[src/hdl/tss_pkg.sv]
// Constants, register map and state codes of the testable safety sensor monitor.
// Assumes one 20 MHz system clock and an APB register bus with 32-bit data.
package tss_pkg;
  // Timing
  localparam int CLK_PERIOD_NS   = 50;
  localparam int TICK_PERIOD_US  = 1000;
  localparam int TICK_CYCLES     = (TICK_PERIOD_US * 1000) / CLK_PERIOD_NS;
  localparam int WINDOW_MAX_MS   = 150;
  localparam int WINDOW_RESET_MS = 10;

  // Register byte offsets
  localparam logic [7:0] REG_CTRL   = 8'h00;
  localparam logic [7:0] REG_WINDOW = 8'h04;
  localparam logic [7:0] REG_TICK   = 8'h08;
  localparam logic [7:0] REG_STATUS = 8'h0c;
  localparam logic [7:0] REG_DIAG   = 8'h10;

  // Control bit positions
  localparam int CTRL_ACTIVATE   = 0;
  localparam int CTRL_AUTO_RST   = 1;
  localparam int CTRL_START_RST  = 2;
  localparam int CTRL_MANUAL_UNS = 3;
  localparam int CTRL_INT_INHIB  = 4;
  localparam int CTRL_WIDTH      = 5;
  localparam logic [4:0] CTRL_RESET = 5'h00;

  // Diagnostic words
  localparam logic [15:0] DIAG_IDLE     = 16'h0000;
  localparam logic [15:0] DIAG_RUN      = 16'h8000;
  localparam logic [15:0] DIAG_INHIBIT  = 16'h8001;
  localparam logic [15:0] DIAG_DEMAND   = 16'h8002;
  localparam logic [15:0] DIAG_TEST     = 16'h8010;
  localparam logic [15:0] DIAG_PARAM    = 16'hc000;
  localparam logic [15:0] DIAG_FEEDBACK = 16'hc001;
  localparam logic [15:0] DIAG_NORESP   = 16'hc002;
  localparam logic [15:0] DIAG_STATIC   = 16'hc003;

  typedef enum logic [3:0] {
    ST_IDLE      = 4'b0000,
    ST_INHIBIT   = 4'b0001,
    ST_RUN       = 4'b0010,
    ST_DEMAND    = 4'b0011,
    ST_TEST_OFF  = 4'b0100,
    ST_TEST_ON   = 4'b0101,
    ST_ERR_PARAM = 4'b1000,
    ST_ERR_FDBK  = 4'b1001,
    ST_ERR_RESP  = 4'b1010,
    ST_ERR_RESET = 4'b1011
  } tss_state_t;
endpackage

[src/hdl/tss_monitor.sv]
// Testable single-channel protective sensor monitor with APB register access.
// Assumes sensor, reset and test request pins are synchronous to clock.
`timescale 1ns/100ps
`default_nettype none

// Operation
// - On test request drive sensor test line low and start the window.
// - Sensor input falling during test restarts the window timing.
// - After switch-off, raise test line; sensor returns high; supervision ends.
// - Safe release stays high throughout the test sequence.
// - Window expiry without delayed sensor feedback enters error.
// - Test with no sensor response enters error.
// - Reset input held high at activation without auto restart enters error.
// - Implausible test window enters parameter error with code C000.
// - Any error forces safe release low until a valid reset.
// - Without auto restart only a rising reset edge clears error or inhibit.
// - Optional inhibit after field interruption, released by reset edge.
// - Optional inhibit after activation, released by reset edge.
// - Activate low forces idle from any state, highest priority.
// - Test window is 0 to 150 ms, default 10 ms.
// - Manual test unsupported allows retest without manual switching sequence.
// - Test passed rises on success; low while active, failed or not run.
module tss_monitor
  import tss_pkg::*;
#(
  parameter int TICK_DEFAULT = tss_pkg::TICK_CYCLES
)(
  // Clock and reset
  input  wire logic        clock,
  input  wire logic        rst,
  // APB slave
  input  wire logic        psel,
  input  wire logic        penable,
  input  wire logic        pwrite,
  input  wire logic [7:0]  paddr,
  input  wire logic [31:0] pwdata,
  output logic      [31:0] prdata,
  output logic             pready,
  output logic             pslverr,
  // Sensor side
  input  wire logic        sensorSwitchIn,
  output logic             sensorTestDrive,
  // Application side
  input  wire logic        testRequest,
  input  wire logic        resetIn,
  output logic             safeReleaseOut,
  output logic             testPassed,
  output logic             testAllowed,
  output logic             readyOut,
  output logic             errorOut,
  output logic      [15:0] diagnosticWord
);
  import tss_pkg::*;

  logic [CTRL_WIDTH-1:0] ctrlQ;
  logic [15:0]           windowQ;
  logic [31:0]           tickQ;
  logic [31:0]           tickCntQ;
  logic [15:0]           winCntQ;
  logic                  msTick;
  logic                  timeout;
  logic                  windowOk;
  logic                  resetPrevQ;
  logic                  testReqPrevQ;
  logic                  resetRise;
  logic                  resetOk;
  logic                  testReqRise;
  logic                  manualLowQ;
  logic                  manualDoneQ;
  logic                  activate;
  logic                  autoRst;
  logic                  apbWrite;
  logic                  apbSetup;
  logic                  isErrD;
  logic                  isErrQ;
  tss_state_t            stateQ;
  tss_state_t            stateD;
  logic [15:0]           diagD;

  assign activate    = ctrlQ[CTRL_ACTIVATE];
  assign autoRst     = ctrlQ[CTRL_AUTO_RST];
  assign windowOk    = windowQ <= 16'(WINDOW_MAX_MS);
  assign resetRise   = resetIn & ~resetPrevQ;
  // Auto restart accepts a reset level, otherwise only an edge counts
  assign resetOk     = autoRst ? resetIn : resetRise;
  assign testReqRise = testRequest & ~testReqPrevQ;
  assign timeout     = winCntQ >= windowQ;
  assign isErrD      = stateD[3];
  assign isErrQ      = stateQ[3];

  // APB slave: no wait state, pready is registered from the setup phase, so every bus output comes from a flop
  assign apbSetup = psel & ~penable & ~pready;
  assign apbWrite = psel & penable & pready & pwrite;

  always_ff @(posedge clock)
  begin
    if (rst)
    begin
      pready  <= 1'b0;
      pslverr <= 1'b0;
      prdata  <= 32'h0;
    end
    else
    begin
      pready  <= apbSetup;
      pslverr <= 1'b0;
      if (apbSetup)
      begin
        prdata <= 32'h0;
        case (paddr)
          REG_CTRL:   prdata <= {27'h0, ctrlQ};
          REG_WINDOW: prdata <= {16'h0, windowQ};
          REG_TICK:   prdata <= tickQ;
          REG_STATUS: prdata <= {22'h0, stateQ, errorOut, readyOut, testAllowed, testPassed,
                                 sensorTestDrive, safeReleaseOut};
          REG_DIAG:   prdata <= {16'h0, diagnosticWord};
          default:    pslverr <= 1'b1;
        endcase
        if (pwrite && paddr != REG_CTRL && paddr != REG_WINDOW && paddr != REG_TICK)
          pslverr <= 1'b1;
      end
    end
  end

  always_ff @(posedge clock)
  begin
    if (rst)
    begin
      ctrlQ   <= CTRL_RESET;
      windowQ <= 16'(WINDOW_RESET_MS);
      tickQ   <= 32'(TICK_DEFAULT);
    end
    else if (apbWrite)
    begin
      case (paddr)
        REG_CTRL:   ctrlQ   <= pwdata[CTRL_WIDTH-1:0];
        REG_WINDOW: windowQ <= pwdata[15:0];
        REG_TICK:   tickQ   <= (pwdata == 32'h0) ? 32'h1 : pwdata;
        default:    ctrlQ   <= ctrlQ;
      endcase
    end
  end

  // Input edge detection
  always_ff @(posedge clock)
  begin
    if (rst)
    begin
      resetPrevQ   <= 1'b0;
      testReqPrevQ <= 1'b0;
    end
    else
    begin
      resetPrevQ   <= resetIn;
      testReqPrevQ <= testRequest;
    end
  end

  // Window timing restarts on every state change, so each phase gets a full window
  assign msTick = tickCntQ >= tickQ - 32'h1;

  always_ff @(posedge clock)
  begin
    if (rst || stateD != stateQ)
    begin
      tickCntQ <= 32'h0;
      winCntQ  <= 16'h0;
    end
    else if (msTick)
    begin
      tickCntQ <= 32'h0;
      if (winCntQ != 16'hffff)
        winCntQ <= winCntQ + 16'h1;
    end
    else
      tickCntQ <= tickCntQ + 32'h1;
  end

  // Manual switching sequence seen while in a test error
  always_ff @(posedge clock)
  begin
    if (rst || !(stateQ == ST_ERR_FDBK || stateQ == ST_ERR_RESP))
    begin
      manualLowQ  <= 1'b0;
      manualDoneQ <= 1'b0;
    end
    else
    begin
      if (!sensorSwitchIn)
        manualLowQ <= 1'b1;
      if (manualLowQ && sensorSwitchIn)
        manualDoneQ <= 1'b1;
    end
  end

  always_comb
  begin
    stateD = stateQ;
    if (!activate)
      stateD = ST_IDLE;
    else if (!windowOk)
      stateD = ST_ERR_PARAM;
    else
    begin
      case (stateQ)
        ST_IDLE:
          if (resetIn && !autoRst)
            stateD = ST_ERR_RESET;
          else if (ctrlQ[CTRL_START_RST] && sensorSwitchIn)
            stateD = ST_RUN;
          else
            stateD = ST_INHIBIT;
        ST_INHIBIT:
          if (sensorSwitchIn && resetOk)
            stateD = ST_RUN;
        ST_RUN:
          if (!sensorSwitchIn)
            stateD = ST_DEMAND;
          else if (testReqRise)
            stateD = ST_TEST_OFF;
        ST_DEMAND:
          if (sensorSwitchIn && (!ctrlQ[CTRL_INT_INHIB] || resetOk))
            stateD = ST_RUN;
        ST_TEST_OFF:
          if (!sensorSwitchIn)
            stateD = ST_TEST_ON;
          else if (timeout)
            stateD = ST_ERR_RESP;
        ST_TEST_ON:
          if (sensorSwitchIn)
            stateD = ST_RUN;
          else if (timeout)
            stateD = ST_ERR_FDBK;
        ST_ERR_FDBK, ST_ERR_RESP:
          if (sensorSwitchIn && resetOk && (ctrlQ[CTRL_MANUAL_UNS] || manualDoneQ))
            stateD = ST_RUN;
        ST_ERR_PARAM, ST_ERR_RESET:
          if (sensorSwitchIn && resetOk)
            stateD = ST_RUN;
        default:
          stateD = ST_IDLE;
      endcase
    end
  end

  always_comb
  begin
    case (stateD)
      ST_IDLE:      diagD = DIAG_IDLE;
      ST_INHIBIT:   diagD = DIAG_INHIBIT;
      ST_RUN:       diagD = DIAG_RUN;
      ST_DEMAND:    diagD = DIAG_DEMAND;
      ST_TEST_OFF:  diagD = DIAG_TEST;
      ST_TEST_ON:   diagD = DIAG_TEST;
      ST_ERR_PARAM: diagD = DIAG_PARAM;
      ST_ERR_FDBK:  diagD = DIAG_FEEDBACK;
      ST_ERR_RESP:  diagD = DIAG_NORESP;
      default:      diagD = DIAG_STATIC;
    endcase
  end

  always_ff @(posedge clock)
  begin
    if (rst)
      stateQ <= ST_IDLE;
    else
      stateQ <= stateD;
  end

  // Outputs follow the next state so they line up with stateQ
  always_ff @(posedge clock)
  begin
    if (rst)
    begin
      safeReleaseOut  <= 1'b0;
      sensorTestDrive <= 1'b1;
      testPassed      <= 1'b0;
      testAllowed     <= 1'b0;
      readyOut        <= 1'b0;
      errorOut        <= 1'b0;
      diagnosticWord  <= DIAG_IDLE;
    end
    else
    begin
      safeReleaseOut  <= stateD == ST_RUN || stateD == ST_TEST_OFF
                         || stateD == ST_TEST_ON;
      sensorTestDrive <= stateD != ST_TEST_OFF;
      testAllowed     <= stateD == ST_RUN;
      readyOut        <= activate;
      errorOut        <= isErrD;
      diagnosticWord  <= diagD;
      if (stateQ == ST_TEST_ON && stateD == ST_RUN)
        testPassed <= 1'b1;
      else if (stateD != ST_RUN && stateD != ST_DEMAND)
        testPassed <= 1'b0;
    end
  end
endmodule
`default_nettype wire

[config.mk]
export PLATFORM = sky130hd
export DESIGN_NAME = tss_monitor
export DESIGN_NICKNAME = d
export VERILOG_FILES = /design/src/hdl/tss_pkg.sv /design/src/hdl/tss_monitor.sv
export SDC_FILE = /design/constraint.sdc
export NUM_CORES = 1
export LEC_CHECK = 0
export BUFFER_PORTS_ARGS = -buffer_cell sky130_fd_sc_hd__buf_4
export CAP_MARGIN = 20
export CORE_MARGIN = 5
export CORE_UTILIZATION = 43
export CTS_CLUSTER_SIZE = 40
export DETAILED_ROUTE_END_ITERATION = 10
export GPL_ROUTABILITY_DRIVEN = 0
export PLACE_DENSITY = 0.69
export SLEW_MARGIN = 20
export SYNTH_ARGS = -nofsm -noshare
export SYNTH_HDL_FRONTEND = slang
export SYNTH_SLANG_ARGS = --single-unit
[constraint.sdc]
create_clock -name clock -period 6.2 [get_ports clock]
set_clock_uncertainty 0.1 [all_clocks]
set_input_delay 0.93 -clock clock [delete_from_list [all_inputs] [get_ports clock]]
set_output_delay 0.93 -clock clock [all_outputs]
set_load 0.01 [all_outputs]
Word-level counts from Yosys, hierarchy flattened --
Memories as Yosys holds them, arrays and structs flattened. A register that Yosys moved wholly into a read port is not among the register bits. Index checks and enable logic that the tools add are counted.
Storage, ports and cells: word-level logic and storage cells 118, memory bits (writable) 0, memories 1, input bits 48, bits in registers 165, bits in read-only memories 80, latch bits 0
Cells by class: divide/modulo/power cells 0, multiply operators 0, shift-type cells 0, $lt $le $gt $ge 3, $add $sub $neg 3, equal/unequal tests 23, bitwise logic cells 12, muxes and demuxes 21, reduce and logical (&&, ||, !) cells 35
Memory list:
- (no name shown) | depth 16, width 5, rd ports 1, clocked after Yosys merged registers in 1, write ports 0, line tss_monitor.sv:248 | case (stateD)
Operators by type and width (count):
- one-hot mux 32 bit (5 select lines) | 1
- two-way mux 4 bit | 12
- adder 32 x 1 -> 32 bit, second input constant | 1
- greater-or-equal comparator 32 bit | 1
- logical NOT 32 bit | 1
- two-way mux 32 bit | 1
- subtractor 32 x 1 -> 32 bit, second input constant | 1
- one-hot mux 4 bit (7 select lines) | 1
- adder 16 x 1 -> 16 bit, second input constant | 1
- equality test 4 x 3 -> 1 bit, second input constant | 4
- equality test 4 bit, second input constant | 4
- equality test 8 x 4 -> 1 bit, second input constant | 2
- greater-or-equal comparator 16 bit | 1
- <= comparator 16 x 8 -> 1 bit, second input constant | 1
- inequality test 16 bit, second input constant | 1
- equality test 4 x 2 -> 1 bit, second input constant | 3
- logical AND 1 bit | 11
- equality test 8 x 3 -> 1 bit, second input constant | 1
- equality test 8 x 5 -> 1 bit, second input constant | 1
- logical NOT 8 bit | 1
- inequality test 4 x 2 -> 1 bit, second input constant | 2
- inequality test 8 x 3 -> 1 bit, second input constant | 1
- inequality test 8 x 4 -> 1 bit, second input constant | 1
- AND reduction 2 bit | 4
- other kinds (15) | 39

Depth between registers and ports, before layout --
Gate-level depths: netlist (run 1).
depth in word-level cells 13, depth in mapped cells 17

Least setup slack after synthesis (run 1) --
Ideal clock, no wire load.
kind reg-to-reg, start register tickQ[8], end register winCntQ[13], setup slack 1.819 ns, path buffers 1, period minus slack after synthesis 4.381 ns, cell stages (with the launch flop) 16, data required time 6.030 ns, data arrival time 4.211 ns, cell sequence dfxtp_1 -> or4_4 -> nor4_4 -> nand2b_1 -> or4_4 -> nand2b_4 -> nor4_2 -> xnor2_1 -> ha_1 -> and4_1 -> nand4_1 -> or3_1 -> o221a_2 -> clkbuf_1 -> or4_1 -> a21oi_1
On the way: word-level cells in the longest chain between the ends 3
Ends and longest elaborated chain:
- start, declared | line tss_monitor.sv:57 | logic [31:0] tickQ;
- start signal, assigned | line tss_monitor.sv:131 | tickQ <= 32'(TICK_DEFAULT);
- start signal, assigned | line tss_monitor.sv:138 | REG_TICK: tickQ <= (pwdata == 32'h0) ? 32'h1 : pwdata;
- subtractor 32 x 1 -> 32 bit | line tss_monitor.sv:160 | assign msTick = tickCntQ >= tickQ - 32'h1;
- greater-or-equal comparator 32 bit | line tss_monitor.sv:160
- AND reduction 2 bit (no line)
- end signal, assigned | line tss_monitor.sv:173 | winCntQ <= winCntQ + 16'h1;
- end, declared | line tss_monitor.sv:59 | logic [15:0] winCntQ;
Every way passes these cells. A chain may end at the register's enable or synchronous reset.

Final worst setup path (run 1) --
start register tickQ[8], end register winCntQ[11]
Same word-level chain as after synthesis.

==> summary.txt, run 1 <==
Worst setup path
  • Crit-path max FO: 23
  • Maximum single-stage delay on the critical path: 0.60 ns
  • Crit start category: flop
  • Crit path buffers/inverters: 0
  • Family of cells with the greatest summed delay on the critical path: simple AND/OR/NAND/NOR gates
  • Worst setup path category: reg2reg
  • Type of destination of the critical path: flop
  • Worst EP required: 6.45 ns
  • CP cell instances: or4_4 > nor4_4 > nand2b_1 > or4_4 > nand2b_4 > nor4_2 > xnor2_1 > ha_1 > and4_1 > nand4_1 > or3_1 > o221a_2 > or4_1 > a21oi_1
  • Library cell contributing the largest single delay on the critical path: or4_4
  • Cell mode on critical path: or4_4
  • Arrival time reported for the critical path endpoint: 5.21 ns

STA
  • Setup repair after global routing missed its margin: false
  • Fin. max-slew vios: 0
  • Transition time of the tightest slew-check pin: 1.026 ns
  • Post-Route Hold Slack: ~0.35 ns
  • Post-route setup TNS: 0 ns
  • Final Hold Violating Endpoints: 0
  • Time the worst path needs with I/O delays and setup: approximately 5.0 ns
  • Relative slew margins: 31.09%
  • Final setup fails: 0
  • Final WS setup: about 1.2 ns
  • Share of the clock period used by the worst path after layout: roughly four fifths
  • Fmax achieved: 201.8 MHz

Synth
  • Unique cell type count in the Yosys netlist: 73
  • Share of synthesized flip-flops with an asynchronous set or reset: 0%
  • Main synth FF type: dfxtp_1
  • Average instance area after synthesis: approximately 8.5 µm²
  • Post-Synthesis Cell Area: 8547 µm²
  • Top cells by area in the synthesized netlist: dfxtp_1 (36%), ha_1 (7.5%), a21oi_1 (4.6%), mux2i_1 (4.3%), nor2_1 (4.0%)
  • Synth warn: 0
  • Cell taking the most area after synthesis: dfxtp_1
  • Register bit total from synthesis: 153
  • Syn Inst Count: around 1000
  • Count of flip-flops with a built-in enable after synthesis: 0
  • Area share of the largest cell type after synthesis: 35.84%
  • Sequential cell area fraction in the yosys report: 35.84%

Layout
  • Share of post-route cells with drive strength above 1: 14.94%
  • N_diodes: 0
  • Highest-count cells in the layout ignoring fill and taps: dfxtp_1 (153), buf_4 (99), nor2_1 (92), nand2_1 (81), a21oi_1 (78)
  • Fin nets: around 1200
  • Layout overhead on the synthesized area: 16.28%
  • Leading cell type in the layout, fill and taps excluded: dfxtp_1
  • Final design instance area without fill: 9938 µm²

Detailed routing
  • Detailed-route wire length per cell: ~18 µm
  • # DRC: 0
  • Met2 routed WL: about 11000 µm
  • Antenna viol nets, final: 0
  • Vias after detailed routing: 7696
  • Top routing layer in use: met4
  • Met1 WL: 10490 µm
  • Met3 Wirelength: ~1800 µm
  • Pre-antenna DRT Iters: 5
  • Iteration-0 DRC count of the detailed router: just under 500
  • DR vias/cell: 5.730
  • Final Routed Wirelength: 24000 µm

Global route
  • Largest net degree at the start of global routing: 77
  • Overall Global Routing Usage: 21.06%
  • Global-route wire length before repair: 37920 µm
  • Vias in the first global route: 7221
  • Sum of overflow across all layers after global routing: 0
  • Number of antenna violations at the first check in global routing: 0

Die
  • Core area: 19530 µm²
  • Row count: 51
  • Die X: 151.0 µm
  • Initial standard-cell utilization of the core: 43.77%
  • Number of ports placed on the die boundary: 104
  • Vertical die dimension: roughly 150 µm
  • Floorplan die area: between 20000 and 25000 µm²

Clock tree
  • Clock tree root driver cell: clkbuf_16
  • Maximum buffer depth of the clock tree: 2
  • Clock-pin transition on the worst setup and hold timing paths: 0.06 ns
  • TritonCTS Buffers: 17
  • Number of setup buffers added after CTS: 0
  • Gates resized, CTS repair: 0
  • Clock Latency Late Sink: around 0.43 ns
  • Total of hold buffers inserted after clock tree synthesis: 0
  • Clock Sinks: 153
  • TritonCTS clock tree: done
  • Max H-tree Level: 4

Power
  • Power consumption: 2156 µW
  • Total leakage power: 0.003716 µW
  • Largest voltage drop on the vdd net: 0.1964 mV
  • Power per cell area: 217.0 nW/µm²

Placed design
  • Total half-perimeter wirelength after legalization and detailed placement: 17430 µm
  • Number of I/O port buffers: 92
  • Area after detailed placement: a little over 9000 µm²
  • Pre-CTS setup slack: 1.352 ns

Status
  • Run status: completed

Min path
  • Path category of the worst min-delay check: reg2reg

Run
  • Maximum capacitance violations: 0
-- kinds of logic (layout without fill, tap and decap cells) --
| kind of cell | Yosys count | after routing | share of synthesized area [%] |
|---|---|---|---|
| flops | 153 | 153 | 35.84 |
| simple gates | 425 | 425 | 26.00 |
| fa+ha+maj | 51 | 51 | 7.466 |
| compound gates | 171 | 171 | 13.22 |
| buf+inv | 96 | 163 | 5.358 |
| xor+xnor | 61 | 61 | 6.251 |
| mux | 43 | 43 | 5.826 |
| other cells | 1 | 11 | 0.04388 |
-- stage by stage --
| step | instances | util, % |
|---|---|---|
| 2_1_floorplan | 1011 | - |
| 3_3_place_gp | 1311 | 47.83 |
| 3_5_place_dp | 1311 | 47.83 |
| 4_1_cts | 1343 | 50.90 |
| 5_1_grt | 1343 | 50.90 |
| 6_report | 1343 | 50.90 |
-- final timing paths --
check | startpoint | end | slack (ns) | cells after the start
min | prdata[28]$_SDFFE_PP0P_ | prdata[28]$_SDFFE_PP0P_ | 0.35 | 2
min reg2reg | prdata[28]$_SDFFE_PP0P_ | prdata[28]$_SDFFE_PP0P_ | 0.35 | 2
max reg2reg | tickQ[8]$_SDFFE_PP0P_ | winCntQ[11]$_SDFFE_PP0P_ | 1.24 | 14
max | tickQ[8]$_SDFFE_PP0P_ | winCntQ[11]$_SDFFE_PP0P_ | 1.24 | 14
-- cell type report --
type	count	area [µm²]
clock buffer	22	454.2
fill	1892	9588
timing repair buffer	99	743.2
multi-input combinational	762	5082
clock inverter	10	143.9
sequential	153	3063
inverter	32	120.1
tap	265	331.6
-- registers in the layout, summed over array words and instances, names as in the netlist --
| register | count |
|---|---|
| readyOut | 1 |
| pready | 1 |
| testPassed | 1 |
| testAllowed | 1 |
| prdata | 32 |
| stateQ | 4 |
| tickQ | 32 |
| testReqPrevQ | 1 |
| ctrlQ | 5 |
| tickCntQ | 32 |
| resetPrevQ | 1 |
| windowQ | 16 |
| sensorTestDrive | 1 |
| safeReleaseOut | 1 |
| pslverr | 1 |
| diagnosticWord | 5 |
| manualLowQ | 1 |
| manualDoneQ | 1 |
| winCntQ | 16 |
-- per-layer routing --
metal  vias to the layer above  GRT usage (%)
li1                       3746              -
met1                      3645          27.93
met2                       263          33.89
met3                        42          4.548
met4                         0          7.480
met5                         -              0
-- worst reg2reg max path, cell delays in order (launching register included) --
cell and delay (ns):
dfxtp_1 0.37, or4_4 0.60, nor4_4 0.18, nand2b_1 0.14, or4_4 0.57, nand2b_4 0.18
nor4_2 0.24, xnor2_1 0.13, ha_1 0.30, and4_1 0.21, nand4_1 0.20, or3_1 0.48
o221a_2 0.48, or4_1 0.56, a21oi_1 0.15
-- cell usage after synthesis (4+ instances only) --
cell type    n
nor2_1      92
inv_1       31
a21o_1       4
mux2i_1     37
a21oi_1     78
nor3_1      52
xnor2_1     30
buf_1        4
ha_1        51
nor3b_1      5
nand4_1     21
o31ai_1     10
nand3_1     63
a22o_1       4
and3_1       9
clkbuf_1    33
nand2b_1     9
a211oi_1     7
or3_1       13
mux4_2       5
or4_1       10
buf_6        5
o21ai_0     14
buf_4       13
nand4b_1     4
nor3_2       6
nor4_1      17
buf_2        9
nand2_1     81
a22oi_1      6
o41ai_1      5
xor2_1      31
o211ai_1     6
and2_1       8
nor2b_1      7
dfxtp_1    153
o221ai_1     4
or4_4        4
a221oi_1     5
and4_1       9
-- report_power, final --
group / internal [µW] / switching [µW] / leakage [µW] / total [µW]
Sequential: 987 / 3.85 / 0.00123 / 991
Clock: 646 / 424 / 0.000281 / 1070
Combinational: 35.5 / 60.8 / 0.00220 / 96.3
Total: 1670 / 488 / 0.00372 / 2160
(Power assumes the default switching activity.)
==> inputs of run 2 (changes only) <==
Settings changed: PLACE_DENSITY 0.69 to 0.71.
Clock period 6.2 ns to 4.2 ns, I/O delays scaled along.
==> run 2 against run 1 <==
Net effect:
- the run now ends with setup timing left
- sequential power is 47% higher
- fmax is 15% higher
- first-iteration DRC count is 31% higher
- register-to-register slack worse by 1.4 ns
- sequential cell count stayed put
- cell area is 5.0% higher
- worst hold slack worse by 0.019 ns
- total power is 48% higher
- core utilization is 2.6 points higher
- clock power is 48% higher
- global-route usage is 0.93 points higher
- non-clock buffer count is 38 higher
- critical endpoint is now winCntQ[3]$_SDFFE_PP0P_
- largest power group unchanged
==> summary.txt, run 2 (synthesis gave the netlist of run 1 again) <==
Clock tree
  • Clock Sinks: 153 (unchanged)
  • Max H-tree Level: 4 (unchanged)
  • Clock-pin transition on the worst setup and hold timing paths: 0.06 ns (about the same)
  • TritonCTS Buffers: 17 (unchanged)
  • Clock tree root driver cell: clkbuf_16
  • Clock Latency Late Sink: 0.43 ns (about the same)
  • TritonCTS clock tree: done
  • Maximum buffer depth of the clock tree: 2 (unchanged)

Worst setup path
  • Worst setup path category: reg2reg
  • Crit-path max FO: 5 (-78%)
  • R2R Setup Slk: -0.11 ns (-1.36 ns)
  • Arrival time reported for the critical path endpoint: 4.57 ns (-0.64 ns)
  • Worst EP required: 4.46 ns (-1.99 ns)
  • Startpoint of the lowest-slack register-to-register path: tickQ[11]$_SDFFE_PP1P_
  • Type of destination of the critical path: flop
  • Crit start category: flop
  • Reg-to-Reg End: winCntQ[3]$_SDFFE_PP0P_
  • Worst Reg2Reg Path Length in Cells: 14 (unchanged)

Layout
  • Fill cell count: 1811 (-4.3%)
  • Top Registers: prdata x32, tickCntQ x32, tickQ x32
  • Highest-count cells in the layout ignoring fill and taps: dfxtp_1 (152), buf_4 (133), nor2_1 (90), nand2_1 (81), a21oi_1 (76)
  • N_diodes: 0 (unchanged)
  • Layout overhead on the synthesized area: 22.12%
  • Share of post-route cells with drive strength above 1: 20.13% (+5.2 points)
  • Leading cell type in the layout, fill and taps excluded: dfxtp_1
  • Fin nets: 1204 (+3.4%)

Detailed routing
  • Detailed-route wire length per cell: 18.24 µm (+2.1%)
  • Pre-antenna DRT Iters: 5 (unchanged)
  • Vias after detailed routing: 7981 (+3.7%)
  • Antenna viol nets, final: 0 (unchanged)
  • Iteration-0 DRC count of the detailed router: 649 (+31%)
  • Final Routed Wirelength: 25230 µm (+5.1%)
  • DR vias/cell: 5.771 (+0.70%)
  • # DRC: 0 (unchanged)

Die
  • Initial standard-cell utilization of the core: 43.77% (unchanged)
  • Number of ports placed on the die boundary: 104 (unchanged)
  • Die X: 151.0 µm (unchanged)
  • Core area: 19530 µm² (unchanged)
  • Vertical die dimension: 151.0 µm (unchanged)
  • Floorplan die area: 22800 µm² (unchanged)
  • Row count: 51 (unchanged)

Global route
  • Global-route wire length before repair: 39450 µm (+4.1%)
  • Overall Global Routing Usage: 21.99% (+0.93 points)
  • Number of antenna violations at the first check in global routing: 0 (unchanged)
  • Largest net degree at the start of global routing: 89 (+16%)
  • Vias in the first global route: 7618 (+5.5%)
  • Sum of overflow across all layers after global routing: 0 (unchanged)

STA
  • Share of the clock period used by the worst path after layout: 102.7% (+23 points)
  • Setup repair after global routing missed its margin: true
  • Time the worst path needs with I/O delays and setup: 4.312 ns (-0.6438 ns)
  • Fmax achieved: 231.9 MHz (+15%)
  • Fin. max-slew vios: 0 (unchanged)
  • Transition time of the tightest slew-check pin: 0.9598 ns (-0.06600 ns)
  • Final WS setup: -0.1116 ns (-1.356 ns)
  • Post-route setup TNS: -0.3288 ns (-0.3288 ns)
  • Final Hold Violating Endpoints: 0 (unchanged)
  • Final setup fails: 5 (+5)
  • Relative slew margins: 36.01% (+4.9 points)

Min path
  • Source of the worst hold timing path: testRequest
  • Hold Path End: testReqPrevQ$_SDFF_PP0_
  • Path category of the worst min-delay check: in2reg
  • WHS Path Cells: 2 (unchanged)

Run
  • Maximum capacitance violations: 0 (unchanged)

Placed design
  • Pre-CTS setup slack: -0.1922 ns (-1.544 ns)
  • Number of I/O port buffers: 92 (unchanged)
  • Total half-perimeter wirelength after legalization and detailed placement: 18090 µm (+3.8%)

Power
  • Power per cell area: 305.1 nW/µm² (+41%)
  • Total leakage power: 0.003957 µW (+6.5%)
  • Largest voltage drop on the vdd net: 0.2841 mV (+45%)

Status
  • Run status: complete, but fails checks
  • Violations in the final reports: setup timing
==> run 2: cell count changes in the layout (fill, tap and decap cells not counted), moves of 3 or more <==
cell,previous run,this run
inv_6,1,4
buf_6,0,3
o221a_4,0,3
o31ai_1,10,6
clkbuf_1,4,0
buf_4,99,133
==> run 2: per-layer routing <==
metal / up-vias / track usage [%] / share of wire [%]
li1: 3836 / - / -
met1: 3788 / 27.54 / 42
met2: 296 / 36.21 / 47
met3: 61 / 4.758 / 7.1
met4: 0 / 10.06 / 3.8
met5: - / 0 / 0
==> run 2: worst max-delay path by stage <==
stage	start	to	slack, ns	cells after the start
2_1_floorplan	tickQ[11]$_SDFFE_PP1P_	winCntQ[7]$_SDFFE_PP0P_	0.04	15
3_3_place_gp	tickQ[11]$_SDFFE_PP1P_	winCntQ[4]$_SDFFE_PP0P_	-0.07	14
3_5_place_dp	tickQ[11]$_SDFFE_PP1P_	winCntQ[15]$_SDFFE_PP0P_	-0.19	14
4_1_cts	tickQ[11]$_SDFFE_PP1P_	winCntQ[13]$_SDFFE_PP0P_	-0.05	14
5_1_grt	tickQ[11]$_SDFFE_PP1P_	winCntQ[3]$_SDFFE_PP0P_	-0.25	14
6_report	tickQ[11]$_SDFFE_PP1P_	winCntQ[3]$_SDFFE_PP0P_	-0.11	14
==> run 2: final cells by class <==
cell class / instances / area (µm²) / share of cell area (%)
clock buffer: 20 / 466.7 / 4.471
clock inverter: 12 / 137.6 / 1.319
inverter: 32 / 120.1 / 1.151
multi-input combinational: 764 / 5265 / 50.44
sequential: 153 / 3064 / 29.36
tap: 265 / 331.6 / 3.177
timing repair buffer: 137 / 1052 / 10.08
==> run 2: stage by stage <==
step	hold slack [ns]	total power [µW]	util, %	std cells	area [µm²]
after global routing	0.3226	3276	53.45	1383	10440
after global placement	0.3347	1637	49.01	1338	9569
after CTS	0.3195	3201	52.79	1378	10310
after detailed placement	0.3464	1638	49.01	1338	9569
final	0.3302	3184	53.45	1383	10440
after floorplan	0.3250	1571	-	1011	8602
==> run 2: worst max-delay path, cell delays in order, from the launching register on <==
cell and delay (ns):
dfxtp_2 0.32, or4_4 0.55, nor4_4 0.17, nand2b_1 0.14, or4_4 0.45, nand2b_4 0.19, nor3b_2 0.21, xnor2_1 0.10
ha_1 0.31, and4_4 0.22, nand4_1 0.13, or3_4 0.42, o221a_4 0.28, or4_4 0.52, a21oi_2 0.13
==> run 2: power by group <==
part,switching (µW),internal [µW],total [µW]
clock network,647,930,1580
logic,90.7,53.3,144
registers,6.39,1460,1460
total,744,2440,3180
==> run 2: repair_timing <==
action                                  4_1_cts  5_1_grt
setup buffers                                 6        6
hold buffers                                  0        0
cloned                                        2        0
gates resized for setup                      12       18
pin swaps                                     3       12
endpoints found under the hold margin         0        0
endpoints found under the setup margin       15       48
